[config.mk]
export PLATFORM = sky130hd
export DESIGN_NAME = psw_ctrl
export DESIGN_NICKNAME = d
export VERILOG_FILES = /design/src/design/psw_pkg.sv /design/src/design/psw_ctrl.sv
export SDC_FILE = /design/constraint.sdc
export NUM_CORES = 1
export LEC_CHECK = 0
export ABC_CLOCK_PERIOD_IN_PS = 14000
export BUFFER_PORTS_ARGS = -buffer_cell sky130_fd_sc_hd__buf_2
export CAP_MARGIN = 25
export CORE_UTILIZATION = 30
export DETAILED_ROUTE_END_ITERATION = 16
export GPL_ROUTABILITY_DRIVEN = 0
export GPL_TIMING_DRIVEN = 0
export PLACE_DENSITY = 0.54
export SYNTH_ARGS = -nofsm -noshare
export SYNTH_HDL_FRONTEND = slang
export SYNTH_SLANG_ARGS = --single-unit
[constraint.sdc]
create_clock -name pclk -period 14 [get_ports pclk]
set_input_delay 1.4 -clock pclk [delete_from_list [all_inputs] [get_ports pclk]]
set_output_delay 1.4 -clock pclk [all_outputs]
set_load 0.02 [all_outputs]
[src/design/psw_pkg.sv]
// package: constants and types for the regulator limit and sleep/wake control block
package psw_pkg;
  // frequencies in 0.1 Hz units, signed 16 bit
  localparam logic signed [15:0] LOW_LIMIT_RST = 16'sh0000; // 0.0 Hz
  localparam logic signed [15:0] HIGH_LIMIT_RST = 16'sh0258; // 60.0 Hz
  localparam logic [15:0] ERR_WARN_RST = 16'h0064; // 100
  localparam logic [15:0] ACCEL_TIME_RST = 16'h01F4; // 5.00 s in 10 ms units
  localparam logic [15:0] SLEEP_DELAY_RST = 16'h0014; // 20 s
  localparam logic signed [15:0] STARTUP_REF_RST = 16'sh0000;
  // one second tick
  localparam int unsigned CLK_HZ = 125000000;
  localparam int unsigned TICK_S = 1;
  localparam int unsigned TICK_CYCLES_DEF = CLK_HZ * TICK_S;
  // register byte offsets
  localparam logic [7:0] A_CTRL = 8'h00;
  localparam logic [7:0] A_LIMITS = 8'h04;
  localparam logic [7:0] A_ERRWARN = 8'h08;
  localparam logic [7:0] A_SLEEP = 8'h0C;
  localparam logic [7:0] A_BOOST = 8'h10;
  localparam logic [7:0] A_WAKE = 8'h14;
  localparam logic [7:0] A_START = 8'h18;
  localparam logic [7:0] A_STATUS = 8'h1C;
  localparam logic [7:0] A_RAMP = 8'h20;
  // sleep detect modes
  localparam logic [2:0] SLP_NONE = 3'h0;
  localparam logic [2:0] SLP_SWITCH = 3'h1;
  localparam logic [2:0] SLP_SPEED = 3'h2;
  localparam logic [2:0] SLP_POWER = 3'h3;
  localparam logic [2:0] SLP_MULTI = 3'h4;
  // source select: 0 none, 1..16 digital input, 17..32 command bit
  localparam logic [5:0] SRC_NONE = 6'h00;
  localparam logic [5:0] SRC_DI_BASE = 6'h01;
  localparam logic [5:0] SRC_CMD_BASE = 6'h11;
  localparam logic [5:0] SRC_LAST = 6'h20;
  typedef enum logic [4:0] {
    PSW_IDLE = 5'b00001,
    PSW_RUN = 5'b00010,
    PSW_BOOST = 5'b00100,
    PSW_SLEEP = 5'b01000,
    PSW_MANUAL = 5'b10000
  } psw_state_e;
  typedef struct packed {
    logic signed [15:0] feedback;
    logic signed [15:0] reference;
    logic signed [15:0] reg_out;
    logic signed [15:0] out_freq;
    logic [15:0] out_power;
    logic [15:0] error_mag;
  } psw_proc_s;
endpackage

[src/design/psw_ctrl.sv]
// regulator output limiting and sleep/wake-up control with apb registers
// Notes on behaviour
// - regulator output clamped to a low limit, may be negative, default 0 Hz.
// - regulator output clamped to a non-negative high limit, default 60 Hz.
// - error warning set while error exceeds threshold, default 100, max 65535.
// - integral shunt source at 1 disables integral; at 0 integral enabled.
// - shunt source selectable: none by default, digital input or command bit.
// - start ramp used up to low speed instead of regulator ramp, default 0 (off); regulator ramp default 5.00 s.
// - startup reference below low speed is ignored; default 0 Hz.
// - from regulation, sleep entered only without wake condition and sleep condition beyond delay.
// - speed mode: sleep condition while output frequency non-negative and below sleep speed.
// - power mode: sleep condition while output power below sleep power.
// - multiple mode ORs conditions; switch mode uses the switch input.
// - regulator mode needs regulator configured, channel 1 and automatic.
// - feedback wake, direct: wake when feedback below wake level.
// - feedback wake, reverse: wake when feedback above wake level.
// - error wake, direct: wake when feedback below reference minus margin.
// - error wake, reverse: wake when feedback above reference plus margin.
// - entering sleep boosts to boost speed for boost time, then stops.
// - boost time zero skips boost and stops directly.
// - run order in auto starts regulation if waking or sleep mode not configured, else sleeps without boost.
// - switch to auto while running keeps running in regulation, no sleep.
// - sleep switch source selectable as none, digital input or command bit.
// - sleep delay in seconds, default 20 s.
// - sleep mode defaults to not configured, function inactive.
// - wake mode defaults to feedback level.
module psw_ctrl #(
  parameter int unsigned TICK_CYCLES = psw_pkg::TICK_CYCLES_DEF
) (
  input wire logic pclk,
  input wire logic presetn,
  input wire logic psel,
  input wire logic penable,
  input wire logic pwrite,
  input wire logic [7:0] paddr,
  input wire logic [31:0] pwdata,
  output logic [31:0] prdata,
  output logic pready,
  output logic pslverr,
  input wire logic [15:0] digital_in,
  input wire logic [15:0] command_bits,
  input wire logic run_order,
  input wire logic channel1_sel,
  input wire logic auto_mode,
  input wire psw_pkg::psw_proc_s proc,
  output logic signed [15:0] freq_cmd,
  output logic motor_run,
  output logic regulator_active,
  output logic integral_enable,
  output logic error_warning,
  output logic start_ramp_active,
  output logic [15:0] accel_time_sel
);
  // configuration registers
  logic regulator_configured_q;
  logic regulator_inversion_q;
  logic wake_select_q; // 0 feedback, 1 error
  logic [2:0] sleep_detect_select_q;
  logic [5:0] integral_shunt_source_q;
  logic [5:0] sleep_switch_source_q;
  logic signed [15:0] regulator_output_low_limit_q;
  logic signed [15:0] regulator_output_high_limit_q;
  logic [15:0] regulator_error_warning_level_q;
  logic [15:0] sleep_delay_time_q;
  logic [15:0] sleep_speed_level_q;
  logic [15:0] sleep_power_level_q;
  logic signed [15:0] sleep_boost_speed_q;
  logic [15:0] sleep_boost_time_q;
  logic signed [15:0] wake_process_level_q;
  logic [15:0] wake_error_margin_q;
  logic signed [15:0] startup_speed_reference_q;
  logic signed [15:0] low_speed_setting_q;
  logic [15:0] regulator_accel_time_q;
  logic [15:0] start_accel_ramp_q;

  // pin synchronisers
  logic [15:0] di_s1_q, di_s2_q, cmd_s1_q, cmd_s2_q;
  logic [2:0] ctl_s1_q, ctl_s2_q;
  always_ff @(posedge pclk or negedge presetn)
  begin
    if (!presetn)
    begin
      di_s1_q <= 16'h0000;
      di_s2_q <= 16'h0000;
      cmd_s1_q <= 16'h0000;
      cmd_s2_q <= 16'h0000;
      ctl_s1_q <= 3'h0;
      ctl_s2_q <= 3'h0;
    end
    else
    begin
      di_s1_q <= digital_in;
      di_s2_q <= di_s1_q;
      cmd_s1_q <= command_bits;
      cmd_s2_q <= cmd_s1_q;
      ctl_s1_q <= {run_order, channel1_sel, auto_mode};
      ctl_s2_q <= ctl_s1_q;
    end
  end

  // source decode shared by integral shunt and sleep switch
  function automatic logic src_level(input logic [5:0] sel, input logic [15:0] di,
                                     input logic [15:0] cmd);
    logic [5:0] idx;
    idx = 6'h00;
    src_level = 1'b0;
    if (sel >= psw_pkg::SRC_CMD_BASE && sel <= psw_pkg::SRC_LAST)
    begin
      idx = sel - psw_pkg::SRC_CMD_BASE;
      src_level = cmd[idx[3:0]];
    end
    else if (sel >= psw_pkg::SRC_DI_BASE && sel < psw_pkg::SRC_CMD_BASE)
    begin
      idx = sel - psw_pkg::SRC_DI_BASE;
      src_level = di[idx[3:0]];
    end
  endfunction

  logic shunt_lvl, switch_lvl, run_s, auto_s;
  assign shunt_lvl = src_level(integral_shunt_source_q, di_s2_q, cmd_s2_q);
  assign switch_lvl = src_level(sleep_switch_source_q, di_s2_q, cmd_s2_q);
  assign run_s = ctl_s2_q[2];
  assign auto_s = regulator_configured_q & ctl_s2_q[1] & ctl_s2_q[0];

  // sleep condition
  logic cond_speed, cond_power, cond_switch, sleep_cond;
  assign cond_speed = $signed({1'b0, proc.out_freq[14:0]})
                      < $signed({1'b0, sleep_speed_level_q[14:0]})
                      && !proc.out_freq[15];
  assign cond_power = proc.out_power < sleep_power_level_q;
  assign cond_switch = (sleep_switch_source_q != psw_pkg::SRC_NONE) & switch_lvl;
  always_comb
  begin
    sleep_cond = 1'b0;
    case (sleep_detect_select_q)
      psw_pkg::SLP_SWITCH: sleep_cond = cond_switch;
      psw_pkg::SLP_SPEED: sleep_cond = cond_speed;
      psw_pkg::SLP_POWER: sleep_cond = cond_power;
      psw_pkg::SLP_MULTI: sleep_cond = cond_switch | cond_speed | cond_power;
      default: sleep_cond = 1'b0;
    endcase
  end

  // wake condition
  logic signed [16:0] wake_thr;
  logic wake_cond;
  always_comb
  begin
    if (!wake_select_q)
      wake_thr = {wake_process_level_q[15], wake_process_level_q};
    else if (regulator_inversion_q)
      wake_thr = {proc.reference[15], proc.reference}
                 + $signed({1'b0, wake_error_margin_q});
    else
      wake_thr = {proc.reference[15], proc.reference}
                 - $signed({1'b0, wake_error_margin_q});
    if (regulator_inversion_q)
      wake_cond = $signed({proc.feedback[15], proc.feedback}) > wake_thr;
    else
      wake_cond = $signed({proc.feedback[15], proc.feedback}) < wake_thr;
  end

  // one second tick and counters
  logic [31:0] tick_cnt_q;
  logic tick;
  assign tick = (tick_cnt_q == TICK_CYCLES - 1);
  always_ff @(posedge pclk or negedge presetn)
  begin
    if (!presetn)
      tick_cnt_q <= 32'h0000_0000;
    else if (tick)
      tick_cnt_q <= 32'h0000_0000;
    else
      tick_cnt_q <= tick_cnt_q + 32'h0000_0001;
  end

  psw_pkg::psw_state_e state_q;
  logic [15:0] delay_cnt_q, boost_cnt_q;
  logic delay_done, sleep_fn_on, run_prev_q, auto_prev_q;
  assign sleep_fn_on = (sleep_detect_select_q != psw_pkg::SLP_NONE);
  assign delay_done = sleep_cond && !wake_cond && delay_cnt_q >= sleep_delay_time_q;

  always_ff @(posedge pclk or negedge presetn)
  begin
    if (!presetn)
      delay_cnt_q <= 16'h0000;
    else if (state_q != psw_pkg::PSW_RUN || !sleep_cond || wake_cond)
      delay_cnt_q <= 16'h0000;
    else if (tick && delay_cnt_q != 16'hFFFF)
      delay_cnt_q <= delay_cnt_q + 16'h0001;
  end

  always_ff @(posedge pclk or negedge presetn)
  begin
    if (!presetn)
      boost_cnt_q <= 16'h0000;
    else if (state_q != psw_pkg::PSW_BOOST)
      boost_cnt_q <= 16'h0000;
    else if (tick)
      boost_cnt_q <= boost_cnt_q + 16'h0001;
  end

  always_ff @(posedge pclk or negedge presetn)
  begin
    if (!presetn)
    begin
      run_prev_q <= 1'b0;
      auto_prev_q <= 1'b0;
    end
    else
    begin
      run_prev_q <= run_s;
      auto_prev_q <= auto_s;
    end
  end

  always_ff @(posedge pclk or negedge presetn)
  begin
    if (!presetn)
      state_q <= psw_pkg::PSW_IDLE;
    else if (!run_s)
      state_q <= psw_pkg::PSW_IDLE;
    else
    begin
      case (state_q)
        psw_pkg::PSW_IDLE:
          if (!auto_s)
            state_q <= psw_pkg::PSW_MANUAL;
          else if (wake_cond || !sleep_fn_on)
            state_q <= psw_pkg::PSW_RUN;
          else
            state_q <= psw_pkg::PSW_SLEEP;
        psw_pkg::PSW_MANUAL:
          if (auto_s)
            state_q <= psw_pkg::PSW_RUN;
        psw_pkg::PSW_RUN:
          if (!auto_s)
            state_q <= psw_pkg::PSW_MANUAL;
          else if (sleep_fn_on && delay_done)
            state_q <= (sleep_boost_time_q == 16'h0000) ? psw_pkg::PSW_SLEEP
                                                         : psw_pkg::PSW_BOOST;
        psw_pkg::PSW_BOOST:
          if (!auto_s)
            state_q <= psw_pkg::PSW_MANUAL;
          else if (boost_cnt_q >= sleep_boost_time_q)
            state_q <= psw_pkg::PSW_SLEEP;
        psw_pkg::PSW_SLEEP:
          if (!auto_s)
            state_q <= psw_pkg::PSW_MANUAL;
          else if (wake_cond || !sleep_fn_on)
            state_q <= psw_pkg::PSW_RUN;
        default:
          state_q <= psw_pkg::PSW_IDLE;
      endcase
    end
  end

  // output limiting and ramp selection
  logic signed [15:0] clamped;
  always_comb
  begin
    clamped = proc.reg_out;
    if (proc.reg_out > regulator_output_high_limit_q)
      clamped = regulator_output_high_limit_q;
    if (proc.reg_out < regulator_output_low_limit_q)
      clamped = regulator_output_low_limit_q;
  end
  logic startup_ok, below_low;
  assign startup_ok = startup_speed_reference_q >= low_speed_setting_q;
  assign below_low = proc.out_freq < low_speed_setting_q;

  always_ff @(posedge pclk or negedge presetn)
  begin
    if (!presetn)
    begin
      freq_cmd <= 16'sh0000;
      motor_run <= 1'b0;
      regulator_active <= 1'b0;
      integral_enable <= 1'b1;
      error_warning <= 1'b0;
      start_ramp_active <= 1'b0;
      accel_time_sel <= psw_pkg::ACCEL_TIME_RST;
    end
    else
    begin
      regulator_active <= (state_q == psw_pkg::PSW_RUN);
      motor_run <= (state_q == psw_pkg::PSW_RUN) || (state_q == psw_pkg::PSW_BOOST)
                   || (state_q == psw_pkg::PSW_MANUAL);
      if (state_q == psw_pkg::PSW_BOOST)
        freq_cmd <= sleep_boost_speed_q;
      else if (state_q == psw_pkg::PSW_RUN)
        freq_cmd <= (below_low && startup_ok) ? startup_speed_reference_q : clamped;
      else if (state_q == psw_pkg::PSW_MANUAL)
        freq_cmd <= clamped;
      else
        freq_cmd <= 16'sh0000;
      integral_enable <= !shunt_lvl;
      error_warning <= proc.error_mag > regulator_error_warning_level_q;
      // start ramp only while climbing to low speed
      start_ramp_active <= (start_accel_ramp_q != 16'h0000) && below_low;
      accel_time_sel <= ((start_accel_ramp_q != 16'h0000) && below_low) ? start_accel_ramp_q
                                                                        : regulator_accel_time_q;
    end
  end

  // apb slave, zero wait states
  logic wr_en;
  assign wr_en = psel & penable & pwrite;
  always_ff @(posedge pclk or negedge presetn)
  begin
    if (!presetn)
    begin
      regulator_configured_q <= 1'b0;
      regulator_inversion_q <= 1'b0;
      wake_select_q <= 1'b0;
      sleep_detect_select_q <= psw_pkg::SLP_NONE;
      integral_shunt_source_q <= psw_pkg::SRC_NONE;
      sleep_switch_source_q <= psw_pkg::SRC_NONE;
      regulator_output_low_limit_q <= psw_pkg::LOW_LIMIT_RST;
      regulator_output_high_limit_q <= psw_pkg::HIGH_LIMIT_RST;
      regulator_error_warning_level_q <= psw_pkg::ERR_WARN_RST;
      sleep_delay_time_q <= psw_pkg::SLEEP_DELAY_RST;
      sleep_speed_level_q <= 16'h0000;
      sleep_power_level_q <= 16'h0000;
      sleep_boost_speed_q <= 16'sh0000;
      sleep_boost_time_q <= 16'h0000;
      wake_process_level_q <= 16'sh0000;
      wake_error_margin_q <= 16'h0000;
      startup_speed_reference_q <= psw_pkg::STARTUP_REF_RST;
      low_speed_setting_q <= 16'sh0000;
      regulator_accel_time_q <= psw_pkg::ACCEL_TIME_RST;
      start_accel_ramp_q <= 16'h0000;
    end
    else if (wr_en)
    begin
      if (paddr == psw_pkg::A_CTRL)
      begin
        regulator_configured_q <= pwdata[0];
        regulator_inversion_q <= pwdata[1];
        wake_select_q <= pwdata[2];
        sleep_detect_select_q <= pwdata[6:4];
        integral_shunt_source_q <= pwdata[13:8];
        sleep_switch_source_q <= pwdata[21:16];
      end
      else if (paddr == psw_pkg::A_LIMITS)
      begin
        regulator_output_low_limit_q <= pwdata[15:0];
        // high limit is non-negative
        regulator_output_high_limit_q <= pwdata[31] ? 16'sh0000 : pwdata[31:16];
      end
      else if (paddr == psw_pkg::A_ERRWARN)
        regulator_error_warning_level_q <= pwdata[15:0];
      else if (paddr == psw_pkg::A_SLEEP)
      begin
        sleep_delay_time_q <= pwdata[15:0];
        sleep_speed_level_q <= {8'h00, pwdata[23:16]} << 4;
        sleep_power_level_q <= {8'h00, pwdata[31:24]} << 4;
      end
      else if (paddr == psw_pkg::A_BOOST)
      begin
        sleep_boost_speed_q <= pwdata[15:0];
        sleep_boost_time_q <= pwdata[31:16];
      end
      else if (paddr == psw_pkg::A_WAKE)
      begin
        wake_process_level_q <= pwdata[15:0];
        wake_error_margin_q <= pwdata[31:16];
      end
      else if (paddr == psw_pkg::A_START)
      begin
        startup_speed_reference_q <= pwdata[15:0];
        low_speed_setting_q <= pwdata[31:16];
      end
      else if (paddr == psw_pkg::A_RAMP)
      begin
        regulator_accel_time_q <= pwdata[15:0];
        start_accel_ramp_q <= pwdata[31:16];
      end
    end
  end

  always_ff @(posedge pclk or negedge presetn)
  begin
    if (!presetn)
    begin
      prdata <= 32'h0000_0000;
      pready <= 1'b0;
      pslverr <= 1'b0;
    end
    else
    begin
      pready <= psel & !penable;
      pslverr <= 1'b0;
      prdata <= 32'h0000_0000;
      if (psel & !penable)
      begin
        if (paddr == psw_pkg::A_CTRL)
          prdata <= {10'h000, sleep_switch_source_q, 2'h0, integral_shunt_source_q, 1'b0,
                     sleep_detect_select_q, 1'b0, wake_select_q, regulator_inversion_q,
                     regulator_configured_q};
        else if (paddr == psw_pkg::A_LIMITS)
          prdata <= {regulator_output_high_limit_q, regulator_output_low_limit_q};
        else if (paddr == psw_pkg::A_ERRWARN)
          prdata <= {16'h0000, regulator_error_warning_level_q};
        else if (paddr == psw_pkg::A_SLEEP)
          prdata <= {sleep_power_level_q[11:4], sleep_speed_level_q[11:4], sleep_delay_time_q};
        else if (paddr == psw_pkg::A_BOOST)
          prdata <= {sleep_boost_time_q, sleep_boost_speed_q};
        else if (paddr == psw_pkg::A_WAKE)
          prdata <= {wake_error_margin_q, wake_process_level_q};
        else if (paddr == psw_pkg::A_START)
          prdata <= {low_speed_setting_q, startup_speed_reference_q};
        else if (paddr == psw_pkg::A_STATUS)
          prdata <= {21'h000000, error_warning, integral_enable, regulator_active, motor_run,
                     wake_cond, sleep_cond, state_q};
        else if (paddr == psw_pkg::A_RAMP)
          prdata <= {start_accel_ramp_q, regulator_accel_time_q};
        else
          pslverr <= 1'b1;
      end
    end
  end

  // checks
  sleep_entry_a: assert property (@(posedge pclk) disable iff (!presetn)
    ($past(state_q) == psw_pkg::PSW_RUN && state_q == psw_pkg::PSW_BOOST)
    |-> $past(sleep_cond) && !$past(wake_cond))
    else $error("sleep entered without condition");
  boost_skip_a: assert property (@(posedge pclk) disable iff (!presetn)
    (state_q == psw_pkg::PSW_BOOST) |-> sleep_boost_time_q != 16'h0000)
    else $error("boost with zero time");
  clamp_high_a: assert property (@(posedge pclk) disable iff (!presetn)
    ($past(state_q) == psw_pkg::PSW_MANUAL) |-> freq_cmd <= $past(regulator_output_high_limit_q))
    else $error("output above high limit");
  clamp_low_a: assert property (@(posedge pclk) disable iff (!presetn)
    ($past(state_q) == psw_pkg::PSW_MANUAL) |-> freq_cmd >= $past(regulator_output_low_limit_q))
    else $error("output below low limit");
  err_warn_a: assert property (@(posedge pclk) disable iff (!presetn)
    error_warning == ($past(proc.error_mag) > $past(regulator_error_warning_level_q)))
    else $error("error warning mismatch");
  shunt_a: assert property (@(posedge pclk) disable iff (!presetn)
    integral_enable == !$past(shunt_lvl))
    else $error("integral shunt mismatch");
  timer_reset_a: assert property (@(posedge pclk) disable iff (!presetn)
    !sleep_cond |=> delay_cnt_q == 16'h0000)
    else $error("sleep timer kept running");
  sleep_off_a: assert property (@(posedge pclk) disable iff (!presetn)
    !sleep_fn_on |-> state_q != psw_pkg::PSW_BOOST)
    else $error("boost with sleep disabled");
endmodule // psw_ctrl

; ---- Word level (Yosys, flattened, before mapping)
; Index checks and enable logic that the tools add are counted.
[word_totals]
ff_bits = 436
in_bits = 176
output_inout_bits = 71
wordCells = 211
[classes]
n_addsub = 9
magnitude_cmp = 23
n_eq_ne = 25
n_mux = 61
bitwise = 15
n_reduce_logical = 38
[op_table]
columns = operator, n
row1 = $mux W32, 11
row2 = $mux W16, 11
row3 = $ge A16 B16 Y1, 3
row4 = $mux W5, 9
row5 = $mux W17, 2
row6 = $add A16 B1 Y16 const B, 2
row7 = $add A32 B1 Y32 const B, 1
row8 = $eq A32 B27 Y1 const B, 1
row9 = $eq A8 B5 Y1 const B, 4
row10 = $gt A16 B16 Y1, 2
row11 = $lt A16 B16 Y1, 2
row12 = $pmux W5 S5, 1
row13 = $lt A4 B5 Y1 const B, 4
row14 = $mux W1, 19
row15 = $add A17 B16 Y17, 1
row16 = $gt A16 B17 Y1, 1
row17 = $lt A16 B17 Y1, 1
row18 = $sub A17 B16 Y17, 1
row19 = $bmux W1 S4, 4
row20 = $eq A8 B4 Y1 const B, 2
row21 = $logic_not A16 Y1, 1
row22 = $lt A16 B12 Y1, 1
row23 = $ne A16 B16 Y1 const B, 1
row24 = $reduce_bool A16 Y1, 1
row25 = 41 further kinds, 85

; ---- Depth between registers and ports, before layout
[logic_depth]
depth_word = 18
depth_mapped = 27
mapped_depth_nobuf = 27

; ---- Least setup slack after synthesis
; OpenSTA, ideal clock, no wires.
[synth_timing]
path_kind = input to register
startpoint = input port proc[65] (netlist name)
endpoint = register state_q[1]
setup_time_ps = 94
arrival_time_ps = 5521
required_ps = 13906
setup_slack_ps = 8385
path_stages = 19
path_buffers = 0
cell_sequence = ha_1 -> a21o_1 -> a21o_1 -> a2111oi_1 -> o31ai_1 -> o31ai_1 -> a21oi_1 -> a21oi_1 -> xnor2_1 -> a21oi_1 -> ha_1 -> nand4_1 -> o21ai_0 -> a21oi_1 -> a311oi_1 -> mux2i_1 -> o31ai_1 -> or3_1 -> a221oi_2
[synth_via]
elab_chain_len = 11
word_cells_on_any_way = 19
classes_between = 2 x add/sub / 2 x order compare / 2 x eq/ne / 7 x mux / 6 x reduce/logical
[synth_lines]
columns = element, line_no
row1 = "start, declared", psw_ctrl.sv:45  ; input wire psw_pkg::psw_proc_s proc,
row2 = $sub A17 B16 Y17 / $add A17 B16 Y17 (equally long branches), "psw_ctrl.sv:156, psw_ctrl.sv:153"
row3 = $mux W17 *, psw_ctrl.sv:151  ; else if (regulator_inversion_q)
row4 = $mux W17 *, psw_ctrl.sv:149  ; if (!wake_select_q)
row5 = $lt A16 B17 Y1 / $gt A16 B17 Y1 (equally long branches), "psw_ctrl.sv:160, psw_ctrl.sv:158"
row6 = $mux W1 *, psw_ctrl.sv:157  ; if (regulator_inversion_q)
row7 = $logic_not A1 Y1, psw_ctrl.sv:181  ; assign delay_done = sleep_cond && !wake_cond && delay_cnt_q >= sleep_delay_time_q;
row8 = $logic_and A1 B1 Y1 (2 in series), psw_ctrl.sv:181
row9 = $logic_and A1 B1 Y1, psw_ctrl.sv:239  ; else if (sleep_fn_on && delay_done)
row10 = $ne A4 B4 Y1 (no source line), n/a
row11 = $reduce_and A4 Y1 (no source line), n/a
row12 = "end signal, assigned", psw_ctrl.sv:238  ; state_q <= psw_pkg::PSW_MANUAL;
row13 = "end signal, assigned", psw_ctrl.sv:240  ; state_q <= (sleep_boost_time_q == 16'h0000) ? psw_pkg::PSW_SLEEP
row14 = "end signal, assigned", psw_ctrl.sv:244  ; state_q <= psw_pkg::PSW_MANUAL;
row15 = "end, declared", psw_ctrl.sv:177  ; psw_pkg::psw_state_e state_q;
; Every way passes the cells marked *; elsewhere a longest branch is shown, timed or not.
; A chain may end at the register's enable or synchronous reset.

; ---- Worst setup path in the final report
[layout_timing]
startpoint = register regulator_inversion_q
endpoint = register state_q[2]
[layout_via]
elab_chain_len = 10
word_cells_on_any_way = 13
classes_between = 2 x order compare / 2 x eq/ne / 3 x mux / 6 x reduce/logical
[layout_lines]
columns = element, line_no
row1 = "start, declared", psw_ctrl.sv:56  ; logic regulator_inversion_q;
row2 = "start signal, assigned", psw_ctrl.sv:339  ; regulator_inversion_q <= pwdata[1];
row3 = $mux W17, psw_ctrl.sv:151
row4 = $mux W17, psw_ctrl.sv:149
row5 = $lt A16 B17 Y1 / $gt A16 B17 Y1 (equally long branches), "psw_ctrl.sv:160, psw_ctrl.sv:158"
row6 = $mux W1 *, psw_ctrl.sv:157
row7 = $logic_not A1 Y1, psw_ctrl.sv:181
row8 = $logic_and A1 B1 Y1 (2 in series), psw_ctrl.sv:181
row9 = $logic_and A1 B1 Y1, psw_ctrl.sv:239
row10 = $ne A4 B4 Y1 (no source line), n/a
row11 = $reduce_and A4 Y1 (no source line) *, n/a
; Marked as above.

==> impl_metrics.tcl <==
set metrics [dict create \
    outcome "finished clean" \
    final_worst_path_period_share_pct 55.6 \
    worstSkewPairLatency_ns 0.62 \
    critPathCaptureType "flop" \
    reg2regPathDepth 22 \
    holdCritPathClass "flop to flop" \
    finalNetCount 2712 \
    maximum_number_of_pins_on_one_net_before_global_route_repair 123 \
    synth_common_cells "412 x sky130_fd_sc_hd__dfrtp_1, 227 x sky130_fd_sc_hd__mux2_2, 167 x sky130_fd_sc_hd__ha_1, 134 x sky130_fd_sc_hd__inv_1, 124 x sky130_fd_sc_hd__nor2_1" \
    netlist.area_leader.share_pct 44.6 \
    cts.sinks 435 \
    synth-seq-cells 435 \
    dpl-instance-area_um2 25700 \
    timing.final.hold_violations 0 \
    worstReg2RegStart "regulator_inversion_q$_DFFE_PN0P_" \
    vias_in_the_first_global_route 18400 \
    arrival_ns 8.26 \
    ctsRootBufferMaster "sky130_fd_sc_hd__clkbuf_16" \
    drv.max_cap_violation_count 0 \
    antenna_left 0 \
    ctsLongestPathBuffers 3 \
    synth_seq_area_share_pct 47.3 \
    post_cts.repair.setup_buffers 0 \
    syn_inst 2067 \
    synthesis.area_per_instance_um2 11.2 \
    wl_mm 81.2 \
    synth_edf_count 0 \
    whs_path_depth 0 \
    fin_area_um2 27500 \
    place.detailed.hpwl_mm 65.6 \
    cts_hold_repair.buffers 0 \
    grt_setup_unrepaired "false" \
    finClkSkew_ns 0.0411 \
    final_cells 3446 \
    reg2reg_setup_slack_ns 6.22 \
    yosysWarnings 0 \
    htreeDepth 2 \
    design.die.area_um2 78100 \
    reg.largest.list "prdata: 32 flops, tick_cnt_q: 32 flops" \
    drt_iter0_drc 1528 \
    placedCellCount 3344 \
    floorplan.die.width_um 279 \
    synth.most_common_cell "sky130_fd_sc_hd__dfrtp_1" \
    floorplan.initialDensity_pct 30.4 \
    mappedNetlistArea_um2 23100 \
    cellLeakagePower_uw 0.0129 \
    cts.clk_slew.worst_paths_ns 0.06 \
    synth_top_cells_by_area "sky130_fd_sc_hd__dfrtp_1 45%, sky130_fd_sc_hd__mux2_2 11%, sky130_fd_sc_hd__ha_1 9.0%" \
    synth_top_flop_cell "sky130_fd_sc_hd__dfrtp_1" \
    timing.critical_path.from_type "flop" \
    grt_first_pass_wirelength_mm 121 \
    ys_types 71 \
    slew-limit-headroom_pct 28.5 \
    synth_fp_nets 2411 \
    area.growth.synth_to_final_pct 19.2 \
    finalSetupViolCount 0 \
    hp-start "di_s1_q[6]$_DFF_PN0_" \
    io_buffers 240 \
    powerDensity_nw_per_um2 108 \
    io-pin-count 247 \
    worstHoldEndpoint "di_s2_q[6]$_DFF_PN0_" \
    synth-async-reset-ratio_pct 100 \
    remaining_drc_errors 0 \
    overflow 0 \
    total_number_of_vias 18200 \
    timing.final.max_slew_violations 0 \
    critical_path.reg2reg.endpoint "state_q[2]$_DFFE_PN0P_" \
    synthDominantAreaCellType "sky130_fd_sc_hd__dfrtp_1" \
    vdd.ir_drop.worst_uv 86.4 \
    floorplan.rows 101 \
    cts_repair_resize_count 0 \
    setup.worst_path.class "flop to flop" \
    core_area_um2 76100 \
    drive_above_1_share_pct 25.6 \
    cts_buffers 52 \
    drt_pre_antenna_iters 6 \
    timing.final.crit_period_ns 7.78 \
    n_fill_cell 7615 \
    floorplan.die.height_um 279 \
    drt-vias-per-instance 5.28 \
    track_usage_pct 20.8 \
    antenna_found_initial 12 \
    fmaxAchievable_ghz 0.129 \
    drt-wirelength-per-cell_um 23.6 \
    totalNegativeSetupSlack_ns 0 \
    tritoncts "done" \
    data_required_time_of_the_worst_path_ns 14.48 \
    cp_max_fo 10 \
    worst_slew_pin_slew_ns 1.07 \
]
[final cells by class]
| type | count | area (um2) | share of cell area (%) |
|---|---|---|---|
| Multi-Input combinational cell | 1412 | 11300 | 41.2 |
| Sequential cell | 435 | 10900 | 39.6 |
| Clock buffer | 71 | 1450 | 5.28 |
| Timing Repair Buffer | 247 | 1330 | 4.85 |
| Tap cell | 1030 | 1290 | 4.68 |
| Inverter | 134 | 503 | 1.83 |
| Clock inverter | 27 | 345 | 1.25 |
| Buffer | 86 | 332 | 1.20 |
| Antenna cell | 4 | 10.0 | 0.0364 |
[critical path, stage by stage (launching register included)]
cell	delay [ns]
sky130_fd_sc_hd__dfrtp_1	0.36
sky130_fd_sc_hd__clkbuf_1	0.56
sky130_fd_sc_hd__clkbuf_1	0.45
sky130_fd_sc_hd__nor2_1	0.12
sky130_fd_sc_hd__xor2_1	0.16
sky130_fd_sc_hd__ha_1	0.32
sky130_fd_sc_hd__a21o_1	0.21
sky130_fd_sc_hd__a2111oi_1	0.81
sky130_fd_sc_hd__o31ai_1	0.28
sky130_fd_sc_hd__o31ai_1	0.42
sky130_fd_sc_hd__a21oi_1	0.14
sky130_fd_sc_hd__a21oi_1	0.19
sky130_fd_sc_hd__xnor2_1	0.13
sky130_fd_sc_hd__a21oi_1	0.11
sky130_fd_sc_hd__ha_1	0.35
sky130_fd_sc_hd__nand4_1	0.20
sky130_fd_sc_hd__o21ai_0	0.23
sky130_fd_sc_hd__a21oi_1	0.10
sky130_fd_sc_hd__a311oi_1	0.55
sky130_fd_sc_hd__mux2i_1	0.88
sky130_fd_sc_hd__o31ai_1	0.35
sky130_fd_sc_hd__or3_1	0.42
sky130_fd_sc_hd__a211oi_1	0.28
[power by group]
group,switching [uW],internal (uW)
Clock,577,829
Sequential,20.0,1280
Combinational,168,106
Total,765,2220
[through the flow]
| stage | hold slack, ns | worst slack (ns) | power (uW) | util, % |
|---|---|---|---|---|
| floorplan | 0.331 | 8.39 | 1460 | - |
| global placement | 0.338 | 2.64 | 1590 | 33.6 |
| detailed placement | 0.336 | 6.56 | 1600 | 33.8 |
| CTS | 0.347 | 6.51 | 3010 | 36.2 |
| global route | 0.355 | 5.98 | 3100 | 36.2 |
| finish | 0.345 | 6.22 | 2980 | 36.2 |
[metal layers]
layer / part of all wire (%) / wire (um) / GRT usage (%)
met2: 48 / 38800 / 34.9
met5: 0.062 / 50 / 0
met1: 41 / 33500 / 26.8
met3: 7.3 / 5900 / 3.74
met4: 3.6 / 2930 / 7.26
[kinds of logic after synthesis]
| logic type | after synthesis | synth area share, % |
|---|---|---|
| simple gates | 462 | 9.87 |
| flops | 435 | 47.3 |
| compound gates | 398 | 11.7 |
| mux | 291 | 14.9 |
| buf+inv | 220 | 3.61 |
| fa+ha+maj | 168 | 9.13 |
| xor+xnor | 93 | 3.53 |
[worst max-delay path by stage]
stage	cells past startpoint	start	to
2_1_floorplan	19	proc[65]	state_q[1]$_DFFE_PN0P_
6_report	22	regulator_inversion_q$_DFFE_PN0P_	state_q[2]$_DFFE_PN0P_
5_1_grt	22	regulator_inversion_q$_DFFE_PN0P_	state_q[2]$_DFFE_PN0P_
3_5_place_dp	20	proc[65]	state_q[2]$_DFFE_PN0P_
4_1_cts	22	regulator_inversion_q$_DFFE_PN0P_	state_q[2]$_DFFE_PN0P_
3_3_place_gp	1	presetn	freq_cmd[6]$_DFF_PN0_
[layout by cell type (no fill, tap or decap), drive strengths merged, types with 16 or more instances in the layout]
cell type / netlist / routed
dfrtp: 412 / 412
buf: 29 / 276
mux2: 227 / 227
ha: 167 / 167
inv: 134 / 137
clkbuf: 57 / 128
nor2: 124 / 124
a21oi: 121 / 121
nand2: 113 / 113
o21ai: 63 / 63
xor2: 57 / 57
mux2i: 44 / 44
nand3: 37 / 37
xnor2: 36 / 36
nand2b: 33 / 33
nand4: 30 / 30
and3: 28 / 28
a21o: 27 / 27
a211oi: 25 / 25
a221oi: 25 / 25
dfstp: 23 / 23
nor4: 20 / 20
mux4: 20 / 20
a31oi: 20 / 20
nor3: 19 / 19
a222oi: 18 / 18
o221ai: 17 / 17
a221o: 17 / 17
nor2b: 16 / 16
(Power assumes the default switching activity.)
